### src/common/sync_ctl_defines.svh
// Offsets, field positions, reset values and timing counts of the sync block
// Assumes pclk at 10 MHz; included by bare name
`ifndef SYNC_CTL_DEFINES_SVH
`define SYNC_CTL_DEFINES_SVH

// Clock
`define CLK_HZ            10000000
`define CLK_NS            100
// Register byte offsets
`define REG_CTRL          12'h000
`define REG_STATUS        12'h004
`define REG_ENERGY        12'h008
`define REG_ROT_COUNT     12'h00C
`define REG_SYNC_PERIOD   12'h010
`define REG_AOUT01        12'h014
`define REG_AOUT23        12'h018
`define REG_DOUT          12'h01C
`define REG_AIN01         12'h020
`define REG_AIN23         12'h024
`define REG_CYCLE_NS      12'h028
`define REG_MEM_PART      12'h02C
`define REG_ERR_CLR       12'h030
// Control fields
`define CTRL_EXT_SYNC     0
`define CTRL_SUMMING      1
`define CTRL_SLAVE        2
`define CTRL_MEM_EXT      3
`define CTRL_SW_START     4
`define CTRL_SW_STOP      5
`define CTRL_RESET        32'h0000_0000
// Timing figures
`define CYC_OUT_PULSE_NS  10000
`define CYC_OUT_CYCLES    ((`CYC_OUT_PULSE_NS / `CLK_NS) > 0 ? \
                           (`CYC_OUT_PULSE_NS / `CLK_NS) : 1)
`define CYC_MIN_MS        50
`define CYC_MIN_CYCLES    ((`CYC_MIN_MS * 1000000 + `CLK_NS - 1) / `CLK_NS)
`define CYC_MAX_S         60
`define CYC_MAX_CYCLES    ((64'd60 * 1000000000) / `CLK_NS)
`define SYNC_MAX_KHZ      500
`define ROT_MAX_KHZ       5000
`define MEM_WORDS_BASE    65536
`define MEM_WORDS_EXT     4194304
`define INT_CYCLE_DEF     32'd10000000

`endif

### src/common/sync_ctl_pkg.sv
// Types of the measurement sync and control block
// Assumes nothing beyond the defines header
package sync_ctl_pkg;
    typedef enum logic [1:0] {
        ST_IDLE,
        ST_SETUP,
        ST_ACCESS
    } apb_st_t;
    typedef struct packed {
        logic [31:0] ctrl;
        logic        running;
        logic        cyc_err;
        logic        dir_pos;
        logic        both_slave;
        logic [31:0] energy;
        logic [31:0] rot_count;
        logic [31:0] rot_latched;
        logic [31:0] sync_cnt;
        logic [31:0] sync_period;
        logic [31:0] cyc_cnt;
        logic [31:0] int_cycle;
        logic [15:0] pulse_cnt;
        logic [63:0] aout_stage;
        logic [63:0] aout;
        logic [3:0]  dout_stage;
        logic [3:0]  dout;
        logic [63:0] ain_shown;
        logic [31:0] prdata;
        logic        pready;
        logic        pslverr;
        logic        sync_out_n;
        logic        ctl_out_n;
        logic        cyc_out_n;
        logic        cyc_tick;
    } state_t;
endpackage

### src/hdl/meas_sync_ctl.sv
// Measurement sync and control logic with an APB register slave
// Assumes one 10 MHz pclk; connector pins and rotation tracks asynchronous
//
// Functional notes
// - Sync pins active low, idle high
// - External mode uses sync-in rising edge
// - Sync-out carries group A frequency
// - Control falling edge clears, starts integration
// - Control rising edge or stop bit write stops integration
// - Control-out high stopped, low running
// - Cycle-in rising edge restarts measurement cycle
// - One about 10 us cycle-out pulse
// - Rate edge samples direction for sign
// - Frequency measured from 0.05 Hz to 500 kHz
// - Four 16-bit analogue outputs refreshed per cycle
// - Four digital outputs updated per cycle
// - Four 16-bit analogue inputs shown per cycle
// - Capture memory split into three parts
// - Rotation input counts up to 5 MHz
// - Slave takes cycle from cycle input
// - Two slaves means measurement halts
//
// The address map and the APB register port were chosen for this implementation.
`timescale 1ns/10ps
`default_nettype none
`include "sync_ctl_defines.svh"

module meas_sync_ctl
    import sync_ctl_pkg::*;
#(
    parameter int      AOUT_BITS   = 16,
    parameter longint  CYC_MIN     = `CYC_MIN_CYCLES,
    parameter longint  CYC_MAX     = `CYC_MAX_CYCLES
) (
    // Clock and reset
    input  wire logic        pclk,
    input  wire logic        presetn,
    // APB slave
    input  wire logic        psel,
    input  wire logic        penable,
    input  wire logic        pwrite,
    input  wire logic [11:0] paddr,
    input  wire logic [31:0] pwdata,
    output logic      [31:0] prdata,
    output logic             pready,
    output logic             pslverr,
    // Sync connector, active low
    input  wire logic        sync_in_n,
    input  wire logic        ctl_in_n,
    input  wire logic        cyc_in_n,
    output logic             sync_out_n,
    output logic             ctl_out_n,
    output logic             cyc_out_n,
    // Rotation tracks and group A zero crossing
    input  wire logic        rate_track_input,
    input  wire logic        direction_track_input,
    input  wire logic        zero_cross_a,
    // Partner slave setting and process values
    input  wire logic        partner_slave,
    input  wire logic [63:0] ain_sample,
    output logic      [63:0] aout,
    output logic      [3:0]  dout,
    output logic             dir_pos,
    output logic             halted
);

    // ------------------------------------------------------------
    // Elaboration checks
    // ------------------------------------------------------------
    if (AOUT_BITS != 16) begin : g_bad_width
        $error("Analogue outputs must be 16 bits");
    end
    if (CYC_MIN < 1 || CYC_MAX <= CYC_MIN) begin : g_bad_cyc
        $error("Cycle limits out of order");
    end

    localparam logic [31:0] MIN_C = 32'(CYC_MIN);
    localparam logic [31:0] MAX_C = 32'(CYC_MAX);
    localparam logic [15:0] PULSE = 16'(`CYC_OUT_CYCLES);

    // ------------------------------------------------------------
    // Input synchronisers
    // ------------------------------------------------------------
    logic [4:0] meta_q;   // First stage, read only by second
    logic [4:0] sy_q;     // Second stage
    logic [4:0] dl_q;     // Delayed copy for edges

    // Two flops per asynchronous input
    always_ff @(posedge pclk or negedge presetn) begin
        if (!presetn) begin
            meta_q <= 5'h1F;
            sy_q   <= 5'h1F;
            dl_q   <= 5'h1F;
        end else begin
            meta_q <= {direction_track_input, rate_track_input,
                       cyc_in_n, ctl_in_n, sync_in_n};
            sy_q   <= meta_q;
            dl_q   <= sy_q;
        end
    end

    // Edge decode, low active pins idle high
    function automatic logic rise(input logic now, input logic old);
        return now & ~old;
    endfunction

    logic sync_rise;
    logic ctl_fall;
    logic ctl_rise;
    logic cyc_rise;
    logic rate_rise;
    // Pin level high means the input is inactive
    assign sync_rise = rise(sy_q[0], dl_q[0]);
    assign ctl_fall  = rise(dl_q[1], sy_q[1]);
    assign ctl_rise  = rise(sy_q[1], dl_q[1]);
    assign cyc_rise  = rise(sy_q[2], dl_q[2]);
    assign rate_rise = rise(sy_q[3], dl_q[3]);

    // ------------------------------------------------------------
    // State registers
    // ------------------------------------------------------------
    state_t s_q;   // Whole block state
    state_t s_d;   // Next state

    logic sel_sync;    // Chosen sync event for group A
    logic cyc_end;     // Measurement cycle boundary
    logic wr_acc;      // APB write taken
    logic rd_acc;      // APB read taken
    logic addr_ok;     // Decoded address hit
    logic [31:0] rd_mux;

    // Register read mux
    always_comb begin
        addr_ok = 1'b1;
        case (paddr)
            `REG_CTRL:        rd_mux = s_q.ctrl;
            `REG_STATUS:      rd_mux = {27'h0, s_q.both_slave, s_q.dir_pos,
                                        s_q.cyc_err, s_q.running, ctl_out_n};
            `REG_ENERGY:      rd_mux = s_q.energy;
            `REG_ROT_COUNT:   rd_mux = s_q.rot_latched;
            `REG_SYNC_PERIOD: rd_mux = s_q.sync_period;
            `REG_AOUT01:      rd_mux = s_q.aout_stage[31:0];
            `REG_AOUT23:      rd_mux = s_q.aout_stage[63:32];
            `REG_DOUT:        rd_mux = {28'h0, s_q.dout_stage};
            `REG_AIN01:       rd_mux = s_q.ain_shown[31:0];
            `REG_AIN23:       rd_mux = s_q.ain_shown[63:32];
            `REG_CYCLE_NS:    rd_mux = s_q.int_cycle;
            `REG_MEM_PART:    rd_mux = s_q.ctrl[`CTRL_MEM_EXT] ?
                                  32'(`MEM_WORDS_EXT / 3) :
                                  32'(`MEM_WORDS_BASE / 3);
            `REG_ERR_CLR:     rd_mux = 32'h0;
            default: begin
                rd_mux  = 32'h0;
                addr_ok = 1'b0;
            end
        endcase
    end

    // Next-state logic
    always_comb begin
        s_d = s_q;
        s_d.pready   = 1'b0;
        s_d.pslverr  = 1'b0;
        s_d.cyc_tick = 1'b0;
        wr_acc = psel & penable & pwrite & ~s_q.pready;
        rd_acc = psel & penable & ~pwrite & ~s_q.pready;

        // APB: answer one cycle into the access phase
        if (psel && penable && !s_q.pready) begin
            s_d.pready  = 1'b1;
            s_d.pslverr = ~addr_ok;
            s_d.prdata  = rd_acc ? rd_mux : 32'h0;
        end
        if (wr_acc && addr_ok) begin
            case (paddr)
                `REG_CTRL:     s_d.ctrl = pwdata;
                `REG_AOUT01:   s_d.aout_stage[31:0] = pwdata;
                `REG_AOUT23:   s_d.aout_stage[63:32] = pwdata;
                `REG_DOUT:     s_d.dout_stage = pwdata[3:0];
                `REG_CYCLE_NS: s_d.int_cycle = pwdata;
                default:       s_d.ctrl = s_q.ctrl;
            endcase
        end

        // Two meters both set to external cycle halt
        s_d.both_slave = s_q.ctrl[`CTRL_SLAVE] & partner_slave;

        // Sync source: external rising edge or own zero crossing
        sel_sync = s_q.ctrl[`CTRL_EXT_SYNC] ? sync_rise : zero_cross_a;
        if (sel_sync) begin
            s_d.sync_period = s_q.sync_cnt;
            s_d.sync_cnt    = 32'h1;
            s_d.sync_out_n  = 1'b0;
        end else begin
            s_d.sync_cnt = (s_q.sync_cnt == 32'hFFFF_FFFF) ?
                           s_q.sync_cnt : s_q.sync_cnt + 32'h1;
            if (s_q.sync_cnt == {1'b0, s_q.sync_period[31:1]})
                s_d.sync_out_n = 1'b1;      // Half period, back high
        end

        // Energy control: start on falling, stop on rising edge
        if (ctl_fall || (wr_acc && paddr == `REG_CTRL &&
                         pwdata[`CTRL_SW_START])) begin
            if (!s_q.ctrl[`CTRL_SUMMING])
                s_d.energy = 32'h0;
            s_d.running = 1'b1;
        end else if (ctl_rise || (wr_acc && paddr == `REG_CTRL &&
                                  pwdata[`CTRL_SW_STOP])) begin
            s_d.running = 1'b0;
        end else if (s_q.running) begin
            s_d.energy = s_q.energy + 32'h1;
        end
        s_d.ctl_out_n = ~s_d.running;

        // Rotation pulses and direction sign
        if (rate_rise) begin
            s_d.rot_count = s_q.rot_count + 32'h1;
            s_d.dir_pos   = sy_q[4];
        end

        // Cycle timing: slave follows cycle input, master times itself
        s_d.cyc_cnt = (s_q.cyc_cnt == 32'hFFFF_FFFF) ?
                      s_q.cyc_cnt : s_q.cyc_cnt + 32'h1;
        cyc_end = 1'b0;
        if (s_d.both_slave) begin
            cyc_end = 1'b0;
        end else if (s_q.ctrl[`CTRL_SLAVE]) begin
            if (cyc_rise) begin
                if (s_q.cyc_cnt < MIN_C || s_q.cyc_cnt > MAX_C ||
                    s_q.cyc_cnt <= s_q.sync_period) begin
                    s_d.cyc_err = 1'b1;
                end else begin
                    cyc_end = 1'b1;
                end
                s_d.cyc_cnt = 32'h1;
            end
        end else if (s_q.cyc_cnt >= s_q.int_cycle) begin
            cyc_end = 1'b1;
        end
        if (wr_acc && paddr == `REG_ERR_CLR && pwdata[0] && !s_d.cyc_err)
            s_d.cyc_err = 1'b0;
        else if (wr_acc && paddr == `REG_ERR_CLR && pwdata[0] &&
                 !(s_q.ctrl[`CTRL_SLAVE] && cyc_rise && !cyc_end))
            s_d.cyc_err = 1'b0;              // Set wins over clear

        // Cycle boundary effects
        if (cyc_end) begin
            if (!s_q.ctrl[`CTRL_SLAVE])
                s_d.cyc_cnt = 32'h1;
            s_d.cyc_tick    = 1'b1;
            s_d.pulse_cnt   = PULSE;
            s_d.cyc_out_n   = 1'b0;
            s_d.aout        = s_d.aout_stage;
            s_d.dout        = s_d.dout_stage;
            s_d.ain_shown   = ain_sample;
            s_d.rot_latched = s_q.rot_count;
            s_d.rot_count   = 32'h0;
        end else if (s_q.pulse_cnt != 16'h0) begin
            s_d.pulse_cnt = s_q.pulse_cnt - 16'h1;
            if (s_q.pulse_cnt == 16'h1)
                s_d.cyc_out_n = 1'b1;
        end
    end

    // Register the whole state
    always_ff @(posedge pclk or negedge presetn) begin
        if (!presetn) begin
            s_q            <= '0;
            s_q.ctrl       <= `CTRL_RESET;
            s_q.int_cycle  <= `INT_CYCLE_DEF;
            s_q.dir_pos    <= 1'b1;
            s_q.sync_out_n <= 1'b1;
            s_q.ctl_out_n  <= 1'b1;
            s_q.cyc_out_n  <= 1'b1;
        end else begin
            s_q <= s_d;
        end
    end

    // ------------------------------------------------------------
    // Outputs straight from flops
    // ------------------------------------------------------------
    assign prdata     = s_q.prdata;
    assign pready     = s_q.pready;
    assign pslverr    = s_q.pslverr;
    assign sync_out_n = s_q.sync_out_n;
    assign ctl_out_n  = s_q.ctl_out_n;
    assign cyc_out_n  = s_q.cyc_out_n;
    assign aout       = s_q.aout;
    assign dout       = s_q.dout;
    assign dir_pos    = s_q.dir_pos;
    assign halted     = s_q.both_slave;

endmodule // meas_sync_ctl

`default_nettype wire

### config.mk
export PLATFORM = sky130hd
export DESIGN_NAME = meas_sync_ctl
export DESIGN_NICKNAME = d
export VERILOG_FILES = /design/src/common/sync_ctl_pkg.sv /design/src/hdl/meas_sync_ctl.sv
export VERILOG_INCLUDE_DIRS = /design/src /design/src/common
export SDC_FILE = /design/constraint.sdc
export NUM_CORES = 1
export LEC_CHECK = 0
export BUFFER_PORTS_ARGS = -buffer_cell sky130_fd_sc_hd__buf_2
export CAP_MARGIN = 15
export CORE_AREA = 2 2 384 234
export CTS_CLUSTER_SIZE = 10
export DETAILED_ROUTE_END_ITERATION = 10
export DIE_AREA = 0 0 386 236
export PLACE_DENSITY = 0.54
export SLEW_MARGIN = 20
export SYNTH_ARGS = -nofsm -noshare
export SYNTH_HDL_FRONTEND = slang
export SYNTH_SLANG_ARGS = --single-unit
### constraint.sdc
create_clock -name pclk -period 3 [get_ports pclk]
set_input_delay 0.3 -clock pclk [delete_from_list [all_inputs] [get_ports pclk]]
set_output_delay 0.3 -clock pclk [all_outputs]
set_load 0.05 [all_outputs]
==> results of run 1 <==
==> flip-flops by register name, indices dropped and copies added (netlist names), 4 cells and up <==
name and cells:
sy_q 5, dout 4, meta_q 5, prdata 32, aout 64, s_q 406
dl_q 4
==> synthesized netlist by cell type (all sizes together), types with 8 or more instances <==
library cell	n
a221o	30
nor3	29
o22ai	34
a22oi	32
a221oi	8
nand2	289
nor2b	9
nand3	45
clkbuf	84
nor2	210
a21oi	80
xor2	76
nand4	61
o21ai	128
ha	70
mux2	264
inv	85
xnor2	84
dfstp	26
and3	18
mux2i	24
and4	17
buf	140
dfrtp	501
nor4	19
and2	8
or4	9
==> worst paths after layout <==
| check | from | to | slack (ps) | cells after the start |
|---|---|---|---|---|
| worst max-delay path | s_q[343]$_DFFE_PN0P_ | s_q[72]$_DFFE_PN0N_ | -140 | 13 |
| max in group asynchronous | presetn | s_q[230]$_DFF_PN0_ | 1650 | 3 |
| worst max register to register | s_q[343]$_DFFE_PN0P_ | s_q[72]$_DFFE_PN0N_ | -140 | 13 |
| worst min register to register | meta_q[2]$_DFF_PN1_ | sy_q[2]$_DFF_PN1_ | 360 | 0 |
| worst min-delay path | pwrite | prdata[2]$_DFFE_PN0P_ | 50 | 4 |
| min in group asynchronous | presetn | s_q[58]$_DFFE_PN0N_ | 260 | 2 |
==> layer usage <==
layer	vias up	GRT usage [%]
met5	-	0
met4	6	3.18
met3	93	4.65
met2	736	25.1
met1	10300	30.2
li1	9377	-
==> what timing repair did <==
| item | in CTS | in global routing |
|---|---|---|
| gates resized for setup | 47 | 240 |
| gates cloned | 5 | 18 |
| buffers inserted | 31 | 12 |
| pin swaps | 8 | 26 |
| endpoints found under the setup margin | 205 | 214 |
| endpoints found under the hold margin | 201 | 0 |
| hold buffers | 103 | 0 |
==> final cells by class <==
cell class                 count  area (um2)  share of cell area, %
sequential                   527       13200                   39.0
multi-input combinational   1627       12300                   36.2
timing repair buffer         583        4900                   14.4
clock buffer                 107        1750                   5.16
tap                         1174        1470                   4.33
inverter                      85         319                  0.940
==> worst min-delay path, stage by stage <==
cell and delay [ps]:
buf_2 110, a21oi_1 60, nand3_1 80, o21ai_0 80
==> power by group through the flow <==
stage / clock, mW / sequential [mW] / combinational, mW
after global routing: 7.38 / 7.45 / 1.45
after floorplan: 0 / 7.54 / 0.460
after detailed placement: 0 / 7.55 / 1.13
after CTS: 7.05 / 7.43 / 1.27
final: 6.90 / 7.44 / 1.33
after global placement: 0 / 7.55 / 1.13
==> stage by stage <==
stage	total power, mW	utilization, %
final	15.7	38.5
after detailed placement	8.68	33.1
after CTS	15.7	36.9
after global placement	8.67	33.1
after floorplan	8.00	-
after global routing	16.3	38.5
==> cell families (layout without fill, tap and decap cells) <==
family / count (synthesis) / after routing / synth area share (%)
xor gates and xnor gates: 160 / 160 / 5.37
AOI/OAI and AO/OA: 356 / 356 / 8.62
buffers and inverters: 309 / 775 / 6.18
DFF: 527 / 527 / 50.6
and+or+nand+nor: 751 / 751 / 13.4
muxes: 290 / 290 / 12.5
adders and majority gates: 70 / 70 / 3.35
==> impl_metrics.csv, run 1 <==
group,metric,value,unit
run_status,status,"complete, but fails checks",
run_status,violations,"setup timing",
final_layout,instances_no_fill,4103,
die,rows,85,
global_route,overflow,0,
global_route,grtUsageTotal,18.8,%
die,coreArea,0.0882,mm2
route,wl_met1,45500,um
sta,finalSetupViolCount,172,
global_route,grt_max_degree,93,
route,drtAntennaViolNets,0,
route,wl_per_cell,21.9,um
route,drt-pass1-iter-count,5,
logic_synthesis,ys_warn_count,0,
power,p_clk_share,44.0,%
final_layout,mostFrequentLayoutCell,"dfrtp_1",
power,ir_drop,0.418,mV
sta,fin_crit,3140,ps
power,switching_power,3.95,mW
final_layout,nets,3073,
worst_setup_path,required,3510,ps
final_layout,layout_common_cells,"501 x dfrtp_1, 289 x nand2_1, 224 x buf_2",
place,gp_congestion,0.881,
sta,fin_ws,-141,ps
sta,hold_viol_final,0,
sta,setup_tns,-12740,ps
place,io_buffers,226,
clocking,clkTransAtPathRegs,60,ps
route,vias,20500,
logic_synthesis,synth_seq_cells,527,
logic_synthesis,ys_top_cells_by_area,"dfrtp_1 48%, mux2_2 6.2%, mux2_1 5.2%, nand2_1 4.2%, ha_1 3.4%",
die,start_util,29.6,%
clocking,insertion_delay,650,ps
sta,relSlewSlack,51.9,%
route,drc,0,
worst_setup_path,cp_max_fo,7,
place,dp_cells,3833,
die,die_h,236,um
logic_synthesis,yosys_most_used_dff,"dfrtp_1",
sta,tightest_slew,718,ps
worst_setup_path,crit_top_cell,"clkbuf_16",
final_layout,fin_area,0.0339,mm2
worst_setup_path,cp_slowest_stage_delay,400,ps
final_layout,fillers,8626,
sta,finalCritPeriodShare,105,%
route,routed-wl-met3,7460,um
die,die_area,0.0911,mm2
logic_synthesis,synth-async-reset-ratio,100,%
sta,slew_violations,0,
worst_setup_path,crit_family,"compound AO/OA/AOI/OAI gates",
route,wl_met2,35500,um
global_route,grt_pass1_vias,19600,
global_route,antenna_found_initial,4,
worst_setup_path,start_kind,"flip-flop",
power,p_sw_share,25.3,%
logic_synthesis,syn_nets,2653,
final_layout,drive_gt1_share,31.0,%
hold_path,hold_path.class,"in2reg",
route,finalWirelength,89700,um
place,hpwlAfterDp,62100,um
clocking,h-tree-depth,2,
sta,rsz0062_at_grt,"true",
logic_synthesis,ys_seq_area_share,50.6,%
logic_synthesis,synth_top_area_share,48.0,%
logic_synthesis,avgSynthCellArea,10.6,um2
power,p_int,11.7,mW
route,drt_iter0_drc,1847,
logic_synthesis,synthCells,2463,
final_layout,area_growth,29.9,%
route,vias_per_cell,5.01,
logic_synthesis,mappedNetlistArea,0.0261,mm2
worst_setup_path,critical_path_arrival,3650,ps
power,seq_power_share,47.5,%
worst_setup_path,worstPathCellList,"inv_2, ha_4, a21o_1, a221o_1, a221oi_2, o21ai_1, buf_4, nor2_4, o41ai_4, buf_6, clkbuf_16, clkbuf_16, mux2_4",
place,place_area,0.0292,mm2
clocking,clockBufferDepth,3,
sta,skew,18.4,ps
power,pwr-share-comb,8.5,%
logic_synthesis,synth_top_area_cell,"dfrtp_1",
power,powerDensity,462,mW/mm2
run,maxCapViolations,0,
clocking,cts_tree,"yes",
power,p_leak,15.8,nW
clocking,cts.sinks,527,
clocking,root_buffer,"clkbuf_16",
final_layout,num_antenna_cells,0,
place,place_ws,-282,ps
worst_setup_path,cp_slowest_cell,"dfrtp_1",
logic_synthesis,synth_edf_count,0,
worst_setup_path,path_buf_inv,5,
logic_synthesis,ys_types,66,
worst_setup_path,crit_type,"reg2reg",
sta,max_freq,318,MHz
route,highest_layer,"met5",
die,io_pins,227,
global_route,grt_pass1_wl,129000,um
clocking,cts_buffers,59,
die,die_x,386,um
worst_setup_path,end_kind,"flip-flop",
sta,whs,45.1,ps
No activity file was read; power rests on OpenSTA's default activity.
==> run 2, diff against run 1 <==
--- a/config.mk
+++ b/config.mk
@@ -6,13 +6,15 @@
 export SDC_FILE = /design/constraint.sdc
 export NUM_CORES = 1
 export LEC_CHECK = 0
+export ABC_AREA = 1
+export ABC_CLOCK_PERIOD_IN_PS = 3000
 export BUFFER_PORTS_ARGS = -buffer_cell sky130_fd_sc_hd__buf_2
 export CAP_MARGIN = 15
-export CORE_AREA = 2 2 384 234
+export CORE_AREA = 5 5 402 246
 export CTS_CLUSTER_SIZE = 10
 export DETAILED_ROUTE_END_ITERATION = 10
-export DIE_AREA = 0 0 386 236
-export PLACE_DENSITY = 0.54
+export DIE_AREA = 0 0 407 251
+export PLACE_DENSITY = 0.53
 export SLEW_MARGIN = 20
 export SYNTH_ARGS = -nofsm -noshare
 export SYNTH_HDL_FRONTEND = slang
==> run 2 against run 1 <==
The run now ends clean. Core utilization fell by 3.0 points. Largest power group unchanged. Via count grew 28%. Flip-flop and latch count unchanged. Synthesized cell count grew 47%. Clock power grew 4.5%. Clock-buffer cell count up 1. Largest cell class unchanged. Cell count increased by 27%. Critical endpoint is now s_q[89]$_DFFE_PN0N_.
==> impl_metrics.csv, run 2 <==
group,metric,value,unit
clocking,cts_buffers,60,
logic_synthesis,synthAdderAreaFrac,3.12,%
power,p_sw_share,28.7,%
clocking,cts_post_setup_buffers_inserted,0,
power,switching_power,4.89,mW
worst_setup_path,cp_max_fo,33,
power,p_leak,16.5,nW
die,start_util,29.6,%
clocking,cts.sinks,527,
place,hpwlAfterDp,88400,um
clocking,clockBufferDepth,3,
clocking,root_buffer,"clkbuf_16",
clocking,cts_tree,"yes",
worst_setup_path,crit_type,"reg2reg",
sta,rsz0062_at_grt,"false",
logic_synthesis,yosysMostFrequentCell,"nand2_1",
place,place_area,0.0310,mm2
logic_synthesis,synth_top_family_by_area,"simple AND/OR/NAND/NOR gates",
logic_synthesis,ys_seq_area_share,47.0,%
logic_synthesis,muxShareOfSynthArea,0,%
worst_setup_path,crit_top_cell,"nand2_1",
power,seq_power_share,45.9,%
logic_synthesis,syn_nets,3800,
run,maxCapViolations,0,
die,die_x,407,um
sta,fin_crit,2850,ps
final_layout,fin_area,0.0337,mm2
clocking,postCtsResizedCells,0,
worst_setup_path,start_kind,"flip-flop",
sta,finalSetupViolCount,0,
final_layout,area_growth,19.9,%
die,coreArea,0.0949,mm2
logic_synthesis,yosys_most_used_dff,"dfrtp_1",
sta,finalCritPeriodShare,95.1,%
worst_setup_path,critical_path_arrival,3370,ps
power,pwr-share-comb,11.8,%
power,powerDensity,506,mW/mm2
route,wl_per_cell,22.0,um
route,drt_iter0_drc,2910,
logic_synthesis,synth_edf_count,0,
global_route,overflow,0,
hold_path,hold_path.class,"in2reg",
worst_setup_path,path_buf_inv,5,
sta,setup_tns,0,ps
final_layout,regMostFlops,"s_q",
route,drtAntennaViolNets,0,
route,vias_per_cell,5.04,
sta,fin_ws,146,ps
final_layout,drive_gt1_share,13.8,%
logic_synthesis,synth_top_area_cell,"dfrtp_1",
final_layout,mostFrequentLayoutCell,"nand2_1",
final_layout,nets,4095,
worst_setup_path,cp_slowest_stage_delay,410,ps
worst_setup_path,cp_slowest_cell,"dfrtp_1",
clocking,clkTransAtPathRegs,60,ps
logic_synthesis,synth-simple-area-share,26.5,%
logic_synthesis,synth_top_area_share,44.6,%
logic_synthesis,synth-compound-area-share,11.2,%
sta,max_freq,350,MHz
power,ir_drop,0.470,mV
power,p_int,12.2,mW
global_route,grtUsageTotal,22.0,%
route,finalWirelength,115000,um
worst_setup_path,worstPathCellList,"inv_1, ha_1, a21oi_1, o21ai_0, a21o_1, nor2_1, buf_4, nand3_1, nand2_1, nand2_1, nand2_4, inv_6, buf_12, buf_12, nand2_1, o21ai_0",
sta,relSlewSlack,35.1,%
sta,slew_violations,0,
global_route,grt_max_degree,81,
logic_synthesis,synth-async-reset-ratio,100,%
sta,tightest_slew,973,ps
worst_setup_path,required,3510,ps
logic_synthesis,ys_top_cells_by_area,"dfrtp_1 45%, nand2_1 15%, o21ai_0 5.0%, inv_1 4.9%, nor2_1 3.6%",
logic_synthesis,ys_warn_count,0,
worst_setup_path,r2r_slack,150,ps
logic_synthesis,synth_seq_cells,527,
logic_synthesis,synthCells,3610,
global_route,antenna_found_initial,7,
global_route,grt_pass1_wl,168000,um
die,die_h,251,um
route,vias,26300,
place,place_ws,237,ps
global_route,grt_pass1_vias,24600,
place,io_buffers,226,
power,p_clk_share,42.3,%
worst_setup_path,end_kind,"flip-flop",
route,drc,0,
logic_synthesis,mappedNetlistArea,0.0281,mm2
die,io_pins,227,
final_layout,largest_reg_flops,406,
logic_synthesis,synth_xor_area_share,2.24,%
sta,skew,29.6,ps
logic_synthesis,synth_common_cells,"1113 x nand2_1, 501 x dfrtp_1, 369 x inv_1, 282 x o21ai_0, 269 x nor2_1",
clocking,insertion_delay,660,ps
place,gp_congestion,1.05,
final_layout,layout_common_cells,"1110 x nand2_1, 501 x dfrtp_1, 368 x inv_1",
logic_synthesis,ys_types,48,
clocking,h-tree-depth,2,
worst_setup_path,crit_family,"buffers and inverters",
run_status,status,"finished, final reports clean",
die,rows,88,
sta,hold_viol_final,0,
die,die_area,0.102,mm2
logic_synthesis,avgSynthCellArea,7.79,um2
route,drt-pass1-iter-count,6,
==> run 2: changes by cell type after synthesis, moves of 24 or more <==
cell and delta:
nor3_1 +64, o21ai_0 +156, nand3_1 +113, inv_1 +284, nor2_1 +59, mux2_2 -144
xnor2_1 -72, nand2_1 +824, a221o_1 -30, o21ai_1 +26, mux2_1 -120, mux2i_1 -24
a221oi_1 +64, a22oi_1 -31
==> run 2: timing repair <==
action,in CTS,in global routing
hold buffers,81,0
endpoints found under the setup margin,0,0
hold endpoints to repair,124,0
==> run 2: metrics by stage <==
step	instances	utilization, %	power [mW]	hold WS (ps)
after CTS	5216	35.5	17.2	3.53
after global placement	5022	32.7	9.83	300
after floorplan	3610	-	8.95	4.41
after global routing	5216	35.5	17.8	12.4
final	5224	35.5	17.1	44.3
after detailed placement	5022	32.7	9.84	304
==> run 2: worst paths after layout <==
path                                           start                    end  cells past startpoint
worst max-delay path            s_q[285]$_DFFE_PN0P_    s_q[89]$_DFFE_PN0N_                     16
worst min-delay path                      pwdata[27]   s_q[509]$_DFFE_PN0P_                      3
worst max register to register  s_q[285]$_DFFE_PN0P_    s_q[89]$_DFFE_PN0N_                     16
worst min register to register   meta_q[0]$_DFF_PN1_      sy_q[0]$_DFF_PN1_                      0
max in group asynchronous                    presetn  cyc_out_n$_DFFE_PN1P_                      3
min in group asynchronous                    presetn   s_q[452]$_DFFE_PN0P_                      2
==> run 2: power groups by stage <==
stage	registers [mW]	logic, mW	clock network [mW]
CTS	7.81	2.00	7.36
floorplan	7.83	1.12	0
finish	7.82	2.01	7.21
detailed placement	7.93	1.91	0
global route	7.87	2.28	7.66
global placement	7.94	1.89	0
==> run 2: logic make-up after synthesis <==
family / count (synthesis)
simple gates: 1777
buf+inv: 619
compound gates: 545
flops: 527
xor+xnor: 72
fa+ha+maj: 70
==> run 2: area by class of cell <==
type | instances | area (um2)
multi-input combinational | 2464 | 12100
timing repair buffer | 474 | 3510
inverter | 378 | 1420
sequential | 527 | 13200
antenna | 8 | 20.0
clock buffer | 108 | 1730
fill | 9957 | 61200
clock inverter | 5 | 108
tap | 1260 | 1580
==> run 2: worst register-to-register path, stage by stage (launching register included) <==
cell	delay, ps
dfrtp_1	410
inv_1	170
ha_1	270
a21oi_1	190
o21ai_0	120
a21o_1	170
nor2_1	220
buf_4	190
nand3_1	80
nand2_1	110
nand2_1	100
nand2_4	140
inv_6	60
buf_12	150
buf_12	180
nand2_1	80
o21ai_0	90
==> run 2: layer usage <==
| metal | up-vias | GRT usage [%] | routed length [um] |
|---|---|---|---|
| met2 | 1237 | 28.2 | 42500 |
| met5 | - | 0.600 | 151 |
| met1 | 12600 | 33.4 | 55000 |
| li1 | 12300 | - | - |
| met3 | 156 | 9.31 | 14700 |
| met4 | 12 | 4.95 | 2480 |
